[config.mk]
export PLATFORM = sky130hd
export DESIGN_NAME = srst_system_reset_controller
export DESIGN_NICKNAME = d
export VERILOG_FILES = /design/src/srst_pkg.sv /design/src/srst_sync.sv /design/src/srst_system_reset_controller.sv
export SDC_FILE = /design/constraint.sdc
export NUM_CORES = 1
export LEC_CHECK = 0
export ABC_AREA = 1
export BUFFER_PORTS_ARGS = -buffer_cell sky130_fd_sc_hd__buf_2
export CORE_ASPECT_RATIO = 1.75
export CORE_MARGIN = 2
export CORE_UTILIZATION = 59
export CTS_BUF_LIST = sky130_fd_sc_hd__clkbuf_8
export CTS_CLUSTER_DIAMETER = 60
export DETAILED_ROUTE_END_ITERATION = 8
export GPL_TIMING_DRIVEN = 0
export PLACE_DENSITY_LB_ADDON = 0.15
export SETUP_SLACK_MARGIN = 0.1
export SYNTH_ARGS = -nofsm -noshare
export SYNTH_HDL_FRONTEND = slang
export SYNTH_SLANG_ARGS = --single-unit
[constraint.sdc]
create_clock -name CLK -period 4.21 [get_ports CLK]
set_input_delay 0.6315 -clock CLK [delete_from_list [all_inputs] [get_ports CLK]]
set_output_delay 0.6315 -clock CLK [all_outputs]
set_load 0.01 [all_outputs]
[src/srst_pkg.sv]
`default_nettype none
package srst_pkg;

  // clock and time base
  localparam int CLK_PERIOD_NS = 8;
  localparam int CPU_HOLD_TIME_NS = 1000000; // 1 mS
  localparam int CPU_HOLD_CYCLES_DEF =
    (CPU_HOLD_TIME_NS + CLK_PERIOD_NS - 1) / CLK_PERIOD_NS;

  // synchroniser depth and hard/core release window in clocks
  localparam int RESET_SYNC_STAGES = 2;
  localparam int HARD_RELEASE_MIN_CLK = 4;
  localparam int HARD_RELEASE_MAX_CLK = 6;
  localparam int HARD_WAIT_CYCLES = HARD_RELEASE_MIN_CLK - RESET_SYNC_STAGES;

  // hold lengths of configuration-requested hard reset and re-init drive
  localparam int CFG_HARD_HOLD_CYCLES = 16;
  localparam int BUS_REINIT_DRIVE_CYCLES = 4;

  // structural defaults
  localparam int NUM_CPU_BUS_DEF = 2;
  localparam int NUM_PORTS_DEF = 4;

  // hard reset sequencer states
  typedef enum logic [1:0] {
    SRST_HARD_ASSERT = 2'b00,
    SRST_HARD_WAIT = 2'b01,
    SRST_HARD_RUN = 2'b10
  } srst_hard_state_t;

  // which reset classes are active
  typedef struct packed {
    logic power_good;
    logic hard;
    logic cpu_only;
    logic targeted;
    logic bus_reinit;
  } srst_status_t;

  localparam srst_status_t STATUS_RESET = 5'h18; // power-good and hard

endpackage
`default_nettype wire

[src/srst_sync.sv]
`default_nettype none
// reset synchroniser: asserts at once, releases after STAGES edges
module srst_sync #(
  parameter int STAGES = srst_pkg::RESET_SYNC_STAGES
) (
  input wire logic clk,
  input wire logic arst_n,
  output logic rst_n
);

  logic [STAGES-1:0] chain;
  logic [STAGES-1:0] next_chain;

  ////////////////////////////////////////////////////////////////////////
  // shift ones in; only the last stage is read outside
  always_comb begin
    next_chain = {chain[STAGES-2:0], 1'b1};
  end

  always_ff @(posedge clk or negedge arst_n) begin
    if (!arst_n) begin
      chain <= '0;
    end else begin
      chain <= next_chain;
    end
  end

  assign rst_n = chain[STAGES-1];

endmodule
`default_nettype wire

[src/srst_system_reset_controller.sv]
`default_nettype none
// platform reset root: classes, sequencing and propagation
module srst_system_reset_controller #(
  parameter int NUM_CPU_BUS = srst_pkg::NUM_CPU_BUS_DEF,
  parameter int NUM_PORTS = srst_pkg::NUM_PORTS_DEF,
  parameter int CPU_HOLD_CYCLES = srst_pkg::CPU_HOLD_CYCLES_DEF
) (
  input wire logic CLK,
  input wire logic RESETN,
  input wire logic PLATFORM_POWER_GOOD_IN,
  input wire logic SYSTEM_HARD_RESET_IN_N,
  input wire logic CFG_HARD_RESET_REQ,
  input wire logic CFG_CPU_RESET_REQ,
  input wire logic [NUM_PORTS-1:0] CFG_PORT_RESET,
  input wire logic BUS_REINIT_N_IN,
  input wire logic INTERNAL_BUS_HANG,
  output logic [NUM_CPU_BUS-1:0] CPU_BUS_RESET_OUT_N,
  output logic HARD_RESET_N,
  output logic CORE_RESET_N,
  output logic STICKY_RESET_N,
  output logic [NUM_PORTS-1:0] PCIE_PORT_RESET_N,
  output logic [NUM_PORTS-1:0] PCIE_TRAIN_EN,
  output logic BUS_REINIT_N_OUT,
  output logic BUS_REINIT_N_OE,
  output logic IN_ORDER_QUEUE_CLEAR,
  output srst_pkg::srst_status_t RESET_STATUS
);

  localparam int CW = $clog2(CPU_HOLD_CYCLES + 1);
  localparam logic [CW-1:0] CPU_LAST = CW'(CPU_HOLD_CYCLES - 1);
  localparam logic [1:0] HW_LAST = 2'(srst_pkg::HARD_WAIT_CYCLES - 1);
  localparam logic [4:0] CFG_LOAD = 5'(srst_pkg::CFG_HARD_HOLD_CYCLES);
  localparam logic [2:0] DRV_LOAD = 3'(srst_pkg::BUS_REINIT_DRIVE_CYCLES);

  logic pg_arst_n;
  logic hard_arst_n;
  logic pg_rst_n;
  logic system_hard_reset_in_n_sync_n;
  logic hard_req;

  ////////////////////////////////////////////////////////////////////////
  // reset synchronisers
  // power-good combined asynchronously
  assign pg_arst_n = RESETN & PLATFORM_POWER_GOOD_IN;
  // reset input counts only under power good
  assign hard_arst_n = pg_arst_n & SYSTEM_HARD_RESET_IN_N;

  srst_sync #(.STAGES(srst_pkg::RESET_SYNC_STAGES)) u_pg_sync (
    .clk(CLK),
    .arst_n(pg_arst_n),
    .rst_n(pg_rst_n)
  );

  srst_sync #(.STAGES(srst_pkg::RESET_SYNC_STAGES)) u_hard_sync (
    .clk(CLK),
    .arst_n(hard_arst_n),
    .rst_n(system_hard_reset_in_n_sync_n)
  );

  ////////////////////////////////////////////////////////////////////////
  // hard reset sequencer, power-good domain
  srst_pkg::srst_hard_state_t state;
  srst_pkg::srst_hard_state_t next_state;
  logic [1:0] wait_cnt;
  logic [1:0] next_wait_cnt;
  logic [4:0] cfg_cnt;
  logic [4:0] next_cfg_cnt;

  assign hard_req = ~system_hard_reset_in_n_sync_n | (cfg_cnt != 5'h00);

  // next state and release counting
  always_comb begin
    next_state = state;
    next_wait_cnt = wait_cnt;
    next_cfg_cnt = cfg_cnt;
    if (CFG_HARD_RESET_REQ && state == srst_pkg::SRST_HARD_RUN) begin
      next_cfg_cnt = CFG_LOAD; // config-write hard reset
    end else if (cfg_cnt != 5'h00) begin
      next_cfg_cnt = cfg_cnt - 5'h01;
    end
    unique case (state)
      srst_pkg::SRST_HARD_ASSERT: begin
        next_wait_cnt = 2'h0;
        if (!hard_req) begin
          next_state = srst_pkg::SRST_HARD_WAIT;
        end
      end
      srst_pkg::SRST_HARD_WAIT: begin
        if (hard_req) begin
          next_state = srst_pkg::SRST_HARD_ASSERT;
        end else if (wait_cnt == HW_LAST) begin
          next_state = srst_pkg::SRST_HARD_RUN;
        end else begin
          next_wait_cnt = wait_cnt + 2'h1;
        end
      end
      srst_pkg::SRST_HARD_RUN: begin
        if (hard_req) begin
          next_state = srst_pkg::SRST_HARD_ASSERT;
        end
      end
      default: begin
        next_state = srst_pkg::SRST_HARD_ASSERT;
      end
    endcase
  end

  always_ff @(posedge CLK or negedge pg_rst_n) begin
    if (!pg_rst_n) begin
      state <= srst_pkg::SRST_HARD_ASSERT;
      wait_cnt <= 2'h0;
      cfg_cnt <= 5'h00;
    end else begin
      state <= next_state;
      wait_cnt <= next_wait_cnt;
      cfg_cnt <= next_cfg_cnt;
    end
  end

  ////////////////////////////////////////////////////////////////////////
  // internal reset outputs
  logic next_hard_n;

  assign next_hard_n = (next_state == srst_pkg::SRST_HARD_RUN);

  // hard and core only, sticky kept
  always_ff @(posedge CLK or negedge system_hard_reset_in_n_sync_n) begin
    if (!system_hard_reset_in_n_sync_n) begin
      HARD_RESET_N <= 1'b0;
      CORE_RESET_N <= 1'b0;
    end else begin
      HARD_RESET_N <= next_hard_n;
      CORE_RESET_N <= next_hard_n;
    end
  end

  always_ff @(posedge CLK or negedge pg_rst_n) begin
    if (!pg_rst_n) begin
      STICKY_RESET_N <= 1'b0;
    end else begin
      STICKY_RESET_N <= 1'b1;
    end
  end

  ////////////////////////////////////////////////////////////////////////
  // processor bus reset: hold after hard release, processor-only pulse
  logic [CW-1:0] cpu_cnt;
  logic [CW-1:0] next_cpu_cnt;
  logic cpu_done;
  logic next_cpu_done;
  logic [CW-1:0] only_cnt;
  logic [CW-1:0] next_only_cnt;

  // hold timing and processor-only request
  always_comb begin
    next_cpu_cnt = cpu_cnt;
    next_cpu_done = cpu_done;
    next_only_cnt = only_cnt;
    if (hard_req) begin
      next_cpu_cnt = '0;
      next_cpu_done = 1'b0;
    end else if (!cpu_done) begin
      if (cpu_cnt == CPU_LAST) begin
        next_cpu_done = 1'b1;
      end else begin
        next_cpu_cnt = cpu_cnt + CW'(1);
      end
    end
    if (CFG_CPU_RESET_REQ && cpu_done && only_cnt == '0) begin
      next_only_cnt = CPU_LAST;
    end else if (only_cnt != '0) begin
      next_only_cnt = only_cnt - CW'(1);
    end
  end

  always_ff @(posedge CLK or negedge system_hard_reset_in_n_sync_n) begin
    if (!system_hard_reset_in_n_sync_n) begin
      cpu_cnt <= '0;
      cpu_done <= 1'b0;
      only_cnt <= '0;
    end else begin
      cpu_cnt <= next_cpu_cnt;
      cpu_done <= next_cpu_done;
      only_cnt <= next_only_cnt;
    end
  end

  always_ff @(posedge CLK or negedge system_hard_reset_in_n_sync_n) begin
    if (!system_hard_reset_in_n_sync_n) begin
      CPU_BUS_RESET_OUT_N <= '0;
    end else begin
      CPU_BUS_RESET_OUT_N <= {NUM_CPU_BUS{next_cpu_done &&
                                           next_only_cnt == '0}};
    end
  end

  ////////////////////////////////////////////////////////////////////////
  // root port links, one slice per port
  genvar p;
  generate
    for (p = 0; p < NUM_PORTS; p++) begin : g_port
      logic next_port_n;
      logic next_train;

      always_comb begin
        next_port_n = next_hard_n & ~CFG_PORT_RESET[p];
        next_train = next_port_n & PCIE_PORT_RESET_N[p];
      end

      always_ff @(posedge CLK or negedge system_hard_reset_in_n_sync_n) begin
        if (!system_hard_reset_in_n_sync_n) begin
          PCIE_PORT_RESET_N[p] <= 1'b0;
          PCIE_TRAIN_EN[p] <= 1'b0;
        end else begin
          PCIE_PORT_RESET_N[p] <= next_port_n;
          PCIE_TRAIN_EN[p] <= next_train;
        end
      end
    end
  endgenerate

  ////////////////////////////////////////////////////////////////////////
  // bus re-init: drive on hang, clear queue on seen edge
  logic [2:0] drv_cnt;
  logic [2:0] next_drv_cnt;
  logic reinit_prev;
  logic next_oe;
  logic next_clear;

  always_comb begin
    next_drv_cnt = drv_cnt;
    if (INTERNAL_BUS_HANG && drv_cnt == 3'h0 &&
        state == srst_pkg::SRST_HARD_RUN) begin
      next_drv_cnt = DRV_LOAD;
    end else if (drv_cnt != 3'h0) begin
      next_drv_cnt = drv_cnt - 3'h1;
    end
    next_oe = (next_drv_cnt == 3'h0); // low while driving
    next_clear = reinit_prev & ~BUS_REINIT_N_IN;
  end

  always_ff @(posedge CLK or negedge system_hard_reset_in_n_sync_n) begin
    if (!system_hard_reset_in_n_sync_n) begin
      drv_cnt <= 3'h0;
      reinit_prev <= 1'b1;
      BUS_REINIT_N_OUT <= 1'b0;
      BUS_REINIT_N_OE <= 1'b1;
      IN_ORDER_QUEUE_CLEAR <= 1'b0;
    end else begin
      drv_cnt <= next_drv_cnt;
      reinit_prev <= BUS_REINIT_N_IN;
      BUS_REINIT_N_OUT <= 1'b0;
      BUS_REINIT_N_OE <= next_oe;
      IN_ORDER_QUEUE_CLEAR <= next_clear;
    end
  end

  ////////////////////////////////////////////////////////////////////////
  // active reset classes
  srst_pkg::srst_status_t next_status;

  always_comb begin
    next_status.power_good = 1'b0;
    next_status.hard = ~next_hard_n;
    next_status.cpu_only = (next_only_cnt != '0);
    next_status.targeted = |CFG_PORT_RESET;
    next_status.bus_reinit = ~BUS_REINIT_N_IN;
  end

  always_ff @(posedge CLK or negedge pg_rst_n) begin
    if (!pg_rst_n) begin
      RESET_STATUS <= srst_pkg::STATUS_RESET;
    end else begin
      RESET_STATUS <= next_status;
    end
  end

endmodule
`default_nettype wire

* Word-level counts from Yosys, hierarchy flattened
Cells that the tools add are included. Widths: inputs -> output; s select.
Cells by class: $add $sub $neg 5, eq/ne operators 9, multiplexer cells 20, bitwise operators 19, reduce and logical (&&, ||, !) cells 20
Operators with widths (number):
- $mux 17 | 5
- $logic_not 17->1 | 2
- $reduce_bool 17->1 | 2
- $add 17x1->17 const B | 1
- $eq 17x17->1 const B | 1
- $sub 17x1->17 const B | 1
- $mux 2 | 6
- $and 1x1->1 | 11
- $mux 5 | 2
- $ne 2x2->1 const B | 4
- $not 1->1 | 7
- $logic_and 1x1->1 | 6
- $logic_not 3->1 | 2
- $mux 3 | 2
- $pmux 2 s3 | 1
- $reduce_bool 5->1 | 1
- $sub 5x1->5 const B | 1
- $eq 2x1->1 const B | 2
- $eq 2x2->1 const B | 2
- $pmux 2 s2 | 1
- $reduce_bool 2->1 | 2
- $reduce_or 4->1 | 1
- $mux 1 | 3
- $reduce_and 3->1 | 1
- 6 further kinds | 6
Storage, ports and cells: register bits 70, bits of input ports 12, output and inout port bits 21, word-level logic and storage cells 101

* Logic depth before layout (Yosys ltp)
Gate-level depths: netlist of run 1.
depth after elaboration 7, mapped depth 13, depth with buffers taken out 13

* Cells and area by module
Synthesis of run 1 repeated with hierarchy kept, for this count alone.
Unflattened totals: cell total of the unflattened synthesis 431, area, all modules 3567.2 um^2
By module, submodules not included:
- srst_system_reset_controller | times used 1, cells each 425, area an instance 3459.6 um^2, sequential area each 1656.6 um^2
- srst_sync | times used 2, cells each 3, area an instance 53.8 um^2, sequential area each 50.0 um^2

* Worst setup path after synthesis of run 1
No wires, ideal clock.
path kind flip-flop to flip-flop, start point register u_hard_sync.chain[1], end point register cpu_cnt[5], data arrival time 2256 ps, data required time 4092 ps, path slack 1836 ps, stages on the path, launching flop included 7, path through dfrtp_1 -> nand2_2 -> inv_1 -> nand2_4 -> buf_2 -> nand3_1 -> nand2_1
Between the ends: word-level cells in the longest chain between the ends 4
Ends and longest elaborated chain:
- from (decl) | RTL line srst_sync.sv:11 | logic [STAGES-1:0] chain;
- from (signal assigned) | RTL line srst_sync.sv:24 | chain <= next_chain;
- $not 1->1 (*) | RTL line srst_system_reset_controller.sv:69 | assign hard_req = ~system_hard_reset_in_n_sync_n | (cfg_cnt != 5'h00);
- $or 1x1->1 (*) | RTL line srst_system_reset_controller.sv:69
- $ne 2x2->1 (no line)
- $reduce_and 2->1 (no line)
- to (signal assigned) | RTL line srst_system_reset_controller.sv:182 | cpu_cnt <= next_cpu_cnt;
- to (decl) | RTL line srst_system_reset_controller.sv:147 | logic [CW-1:0] cpu_cnt;
Mark *: on every way between the ends. The rest lies on a longest branch, timed or not. A chain may end at the register's enable or synchronous reset.

==> results of run 1 <==
layout make-up:
class,instances,area (um^2)
clock buffer,10,137.6
tap,78,97.59
clock inverter,6,56.30
buffer,7,55.05
timing repair buffer,32,175.2
inverter,64,240.2
fill,495,1802
sequential,70,1758
multi-input combinational,288,1558
metrics by stage:
| stage | utilization, % | cell area, um^2 | cells | hold slack (ns) |
|---|---|---|---|---|
| 3_3_place_gp | 65.69 | 3862 | 538 | 0.2720 |
| 2_1_floorplan | - | 3610 | 429 | 0.1851 |
| 6_report | 69.36 | 4078 | 555 | 0.1511 |
| 4_1_cts | 69.36 | 4078 | 555 | 0.1373 |
| 5_1_grt | 69.36 | 4078 | 555 | 0.1823 |
| 3_5_place_dp | 66.06 | 3884 | 539 | 0.2437 |
metal layers:
| layer | track usage (%) | part of all wire (%) | vias up |
|---|---|---|---|
| li1 | - | - | 1445 |
| met1 | 25.90 | 36 | 1403 |
| met2 | 48.40 | 56 | 64 |
| met3 | 4.603 | 3.1 | 29 |
| met4 | 15.87 | 4.6 | 0 |
| met5 | 0 | 0 | - |
cells by family after synthesis:
kind of cell / count (synthesis) / synth area share [%]
buffers and inverters: 71 / 8.206
muxes: 1 / 0.2782
and+or+nand+nor: 219 / 29.14
DFF: 70 / 48.82
adders and majority gates: 8 / 2.782
other: 2 / 0.2087
AOI/OAI and AO/OA: 33 / 5.216
xor gates and xnor gates: 22 / 5.355
synthesized netlist by cell type:
cell       n  area share (%)
nor2_1    47             4.9
nand3b_1   6             1.3
nor3_1    13             1.8
o22ai_1    2            0.35
nand4_2    1            0.35
a31oi_1    1            0.17
nand2_4    2            0.63
nor4_2     1            0.35
nand4_1    6             1.0
nor2_2     8             1.4
mux2i_1    1            0.28
nand3_1   35             4.9
xor2_1    21             5.1
or2_1      1            0.17
ha_1       8             2.8
o21ai_1    3            0.42
buf_6      2            0.63
nand2_2    7             1.2
buf_4      3            0.63
nor2_8     1            0.56
clkinv_1   1            0.10
o21ai_2    1            0.24
nand2_1   80             8.3
nand3_2    1            0.28
buf_2      2            0.28
inv_2      3            0.31
a21oi_1    9             1.3
a211oi_1   1            0.21
or2_2      1            0.17
o21ai_0   11             1.5
xnor2_1    1            0.24
dfstp_2    4             2.9
conb_1     2            0.21
nor2_4     1            0.31
dfrtp_1   66              46
inv_1     60             6.3
o31ai_1    5             1.0
nor4_1     3            0.52
nor3_2     1            0.28
and3_1     4            0.70
worst paths after layout:
kind                                                   to  slack [ns]  cells after the start
max reg2reg                     RESET_STATUS[2]$_DFF_PN0_        2.17                     12
max in group asynchronous       BUS_REINIT_N_OE$_DFF_PN1_        3.36                      1
max                             RESET_STATUS[2]$_DFF_PN0_        2.17                     12
min                          u_pg_sync.chain[0]$_DFF_PN0_        0.15                      3
min reg2reg                    PCIE_TRAIN_EN[3]$_DFF_PN0_        0.24                      0
min in group CLK           u_hard_sync.chain[1]$_DFF_PN0_        0.36                      0
power by group:
group          total [uW]  switching, uW  internal, uW  leakage, uW
sequential            768           39.5           728     0.000890
clock                 531            247           284     0.000109
combinational         210            127          83.6      0.00115
registers in the layout (all words and copies together) (netlist names), 3 cells and up:
name / count
drv_cnt: 3
only_cnt: 17
RESET_STATUS: 5
PCIE_TRAIN_EN: 4
PCIE_PORT_RESET_N: 4
cpu_cnt: 17
cfg_cnt: 5
placed cells by master (no fill, tap or decap), types with 6 or more instances in the layout:
| master | instances |
|---|---|
| ha_1 | 8 |
| nand2_2 | 7 |
| o21ai_0 | 11 |
| buf_2 | 33 |
| clkbuf_8 | 10 |
| a21oi_1 | 9 |
| inv_1 | 62 |
| nor3_1 | 13 |
| nand4_1 | 6 |
| nand3b_1 | 6 |
| nor2_2 | 8 |
| nand2_1 | 80 |
| nor2_1 | 47 |
| dfrtp_1 | 65 |
| nand3_1 | 35 |
| xor2_1 | 21 |
worst register-to-register path, stage by stage (launching register included):
cell     delay, ns
dfrtp_1       0.41
inv_1         0.14
ha_1          0.18
inv_1         0.04
nor2_1        0.08
nand2_1       0.09
nor2_4        0.14
nand2_1       0.13
nand3_1       0.11
nand3_1       0.08
nor2_1        0.11
nand3_1       0.16
or2_1         0.26
==> results.json, run 1 <==
{
  "run_status": "completed",
  "grt_max_degree": 33,
  "cts_sinks": 70,
  "cap_violations": 0,
  "drive_above_1_share_pct": 18.03,
  "post_cts_resized": 0,
  "crit_buf_inv": 2,
  "hold_path.class": "in2async",
  "coreArea_mm2": 0.005879,
  "drc": 0,
  "num_rows": 37,
  "final.min_clock_period_ns": 2.035,
  "antenna_found_initial": 0,
  "io_pins": 33,
  "startpoint": "only_cnt[0]$_DFF_PN0_",
  "crit_chain": "inv_1 > ha_1 > inv_1 > nor2_1 > nand2_1 > nor2_4 > nand2_1 > nand3_1 > nand3_1 > nor2_1 > nand3_1 > or2_1",
  "worstSetupPathType": "reg2reg",
  "layout_setup_ws_ns": 2.175,
  "die_area_mm2": 0.006764,
  "synth_area_per_cell_um2": 8.447,
  "setup_violations": 0,
  "worstPathArrival_ns": 2.28,
  "total_power_uw": 1509,
  "detail_route.wl_per_cell_um": 13.84,
  "yosysUniqueCellTypes": 40,
  "first_pass_iters": 4,
  "rsz0062_at_grt": "false",
  "dpl.hpwl_um": 5857,
  "viasPerCell": 5.299,
  "synthCells": 426,
  "fp.dieW_um": 63.04,
  "place.gp.congestion": 0.8747,
  "ir_drop_mv": 0.2962,
  "drt_iter0_drc": 166,
  "worst_slew_pin_slew_ns": 0.5986,
  "grt_pass1_wl_um": 13430,
  "cts-root-buf": "clkbuf_8",
  "cts.clk_slew.worst_paths_ns": 0.07,
  "ys_ff_latch": 70,
  "finalHoldViolCount": 0,
  "vias": 2941,
  "port_buffers": 31,
  "clkLatencyLatePin_ns": 0.35,
  "area_growth_pct": 13.32,
  "end_kind": "flip-flop",
  "slowest_delay_ns": 0.41,
  "hold_buffers": 0,
  "post_cts.repair.setup_buffers": 0,
  "start_kind": "flip-flop",
  "cts_max_path_buffers": 2,
  "reg2reg_from": "only_cnt[0]$_DFF_PN0_",
  "h-tree-depth": 3,
  "ys_warn_count": 0,
  "p_per_area_mw_per_mm2": 370.0,
  "cellLeakagePower_uw": 0.002145,
  "slowest_stage": "dfrtp_1",
  "critPathTopFamily": "simple AND/OR/NAND/NOR gates",
  "fin_crit_sh_pct": 48.34,
  "finalWirelength_um": 7682,
  "cts_made_buffers": 9,
  "tritoncts": "built",
  "antenna_cells": 0,
  "grtUsageTotal_pct": 25.86,
  "worst_path_most_repeated_cell": "nand3_1",
  "num-nets-final": 492,
  "skew_ns": 0.01371,
  "grt_pass1_vias": 3038,
  "place_ws_ns": 2.221,
  "ys_seq_area_share_pct": 48.82,
  "crit_required_ns": 4.45,
  "grt_overflow": 0,
  "dieHeight_um": 107.3,
  "max_slew_margin_pct": 60.09,
  "setup_tns_ns": 0,
  "fmax_ghz": 0.4913,
  "syn_area_mm2": 0.003598,
  "crit_fanout": 5,
  "start_util_pct": 61.20,
  "ant_nets": 0,
  "slew_viol_final": 0
}
(Power assumes the default switching activity.)
==> run 2: changes to the inputs <==
==> constraint.sdc (replaced) <==
create_clock -name CLK -period 2 [get_ports CLK]
set_input_delay 0.3 -clock CLK [delete_from_list [all_inputs] [get_ports CLK]]
set_output_delay 0.3 -clock CLK [all_outputs]
set_load 0.01 [all_outputs]
==> run 2 against run 1 <==
  * Critical path depth stayed put
  * Fmax is 4.0% higher
  * Design area is 8.5% higher
  * Clock power is 120% higher
  * Via count is 3.7% higher
  * Critical endpoint unchanged
  * Largest cell class unchanged
  * Highest routed layer unchanged
==> results.json, run 2 (synthesis results as in run 1) <==
{
  "total_power_uw": 3263,
  "worst_path_most_repeated_cell": "nand3_2",
  "grt_overflow": 0,
  "worstPathArrival_ns": 2.20,
  "fin_crit_sh_pct": 97.89,
  "start_util_pct": 61.20,
  "setup_violations": 0,
  "fmax_ghz": 0.5108,
  "cts.clk_slew.worst_paths_ns": 0.08,
  "cts_made_buffers": 9,
  "finalHoldViolCount": 0,
  "layout_common_cells": "nand2_1 (76), dfrtp_1 (65), inv_1 (54), nor2_1 (40), buf_2 (33)",
  "grt_pass1_wl_um": 13680,
  "grt_max_degree": 28,
  "finalWirelength_um": 8484,
  "max_slew_margin_pct": 59.70,
  "p_per_area_mw_per_mm2": 737.7,
  "setup_tns_ns": 0,
  "run_status": "completed",
  "worst_slew_pin_slew_ns": 0.6044,
  "cap_violations": 0,
  "postPlaceCellArea_mm2": 0.003864,
  "tritoncts": "built",
  "coreArea_mm2": 0.005879,
  "detail_route.wl_per_cell_um": 14.78,
  "slew_viol_final": 0,
  "layout_commonest_cell": "nand2_1",
  "ant_nets": 0,
  "cts_max_path_buffers": 2,
  "first_pass_iters": 4,
  "grt_pass1_vias": 3141,
  "end_kind": "flip-flop",
  "largestRegisters": "cpu_cnt x17, only_cnt x17",
  "grtUsageTotal_pct": 26.65,
  "cts-root-buf": "clkbuf_8",
  "worstSetupPathType": "reg2reg",
  "final.min_clock_period_ns": 1.958,
  "cts_sinks": 70,
  "port_buffers": 31,
  "crit_chain": "inv_2 > ha_4 > inv_2 > nor2_2 > nand2_2 > nor2_4 > nand2_4 > nand3_2 > nand3_2 > nor2_2 > nand3_2 > or2_1",
  "num_rows": 37,
  "num-nets-final": 511,
  "slowest_delay_ns": 0.41,
  "viasPerCell": 5.314,
  "fin_area_mm2": 0.004423,
  "cellLeakagePower_uw": 0.002289,
  "slowest_stage": "dfrtp_1",
  "antenna_found_initial": 0,
  "die_area_mm2": 0.006764,
  "ir_drop_mv": 0.6693,
  "dieHeight_um": 107.3,
  "drive_above_1_share_pct": 26.81,
  "place.gp.congestion": 0.9189,
  "drt_iter0_drc": 171,
  "fp.dieW_um": 63.04,
  "drc": 0,
  "fin_util_pct": 75.23,
  "start_kind": "flip-flop",
  "antenna_cells": 0,
  "crit_fanout": 4,
  "io_pins": 33,
  "clkLatencyLatePin_ns": 0.35,
  "crit_required_ns": 2.24,
  "h-tree-depth": 3,
  "area_growth_pct": 22.91,
  "vias": 3050,
  "rsz0062_at_grt": "true",
  "hold_path.class": "in2reg",
  "skew_ns": 0.006131,
  "dpl.hpwl_um": 5566
}
run 2: power by group:
group	internal (uW)	switching (uW)
clock	616	560
sequential	1530	91.5
combinational	186	277
run 2: worst max-delay path: cells and delay by family (launching register included):
| kind | cells | cell delay [ns] |
|---|---|---|
| buffers and inverters | 2 | 0.17 |
| adders and majority gates | 1 | 0.16 |
| DFF | 1 | 0.41 |
| and+or+nand+nor | 9 | 1.09 |
run 2: repair_timing:
action,CTS,global route
hold buffers,3,0
pin swaps,6,23
setup buffers,8,9
gates resized for setup,12,35
cloned,0,0
hold endpoints to repair,4,0
setup endpoints to repair,32,28
run 2: path summary, 6_finish.rpt:
| kind | start | endpoint | slack, ns | cells past startpoint |
|---|---|---|---|---|
| max | only_cnt[0]$_DFF_PN0_ | RESET_STATUS[2]$_DFF_PN0_ | 0.04 | 12 |
| min | BUS_REINIT_N_IN | reinit_prev$_DFF_PN1_ | 0.08 | 1 |
| max reg2reg | only_cnt[0]$_DFF_PN0_ | RESET_STATUS[2]$_DFF_PN0_ | 0.04 | 12 |
| min reg2reg | u_pg_sync.chain[1]$_DFF_PN0_ | state[1]$_DFF_PN0_ | 0.25 | 0 |
| max in group asynchronous | PLATFORM_POWER_GOOD_IN | u_hard_sync.chain[1]$_DFF_PN0_ | 0.79 | 5 |
| min in group asynchronous | u_pg_sync.chain[1]$_DFF_PN0_ | state[1]$_DFF_PN0_ | 0.25 | 0 |
run 2: final cells by class:
type | instances | area, um^2
Sequential cell | 70 | 1760
Multi-Input combinational cell | 288 | 1732
Fill cell | 448 | 1456
Timing Repair Buffer | 51 | 325.3
Inverter | 64 | 246.5
Clock buffer | 10 | 137.6
Tap cell | 78 | 97.59
Clock inverter | 6 | 68.82
Buffer | 7 | 55.05
run 2: metrics by stage:
step / cells / setup slack, ns / hold WS, ns
detailed placement: 538 / -0.3808 / 0.1950
CTS: 565 / 0.1031 / 0.05916
finish: 574 / 0.04217 / 0.07595
floorplan: 429 / 0.1954 / 0.09570
global placement: 538 / -0.2950 / 0.1912
global route: 574 / -0.04728 / 0.05782
run 2: metal layers:
metal / part of all wire, % / global-route usage, %
met5: 0 / 0
met4: 4.1 / 15.71
met3: 2.9 / 4.498
met2: 57 / 50.84
met1: 36 / 26.25
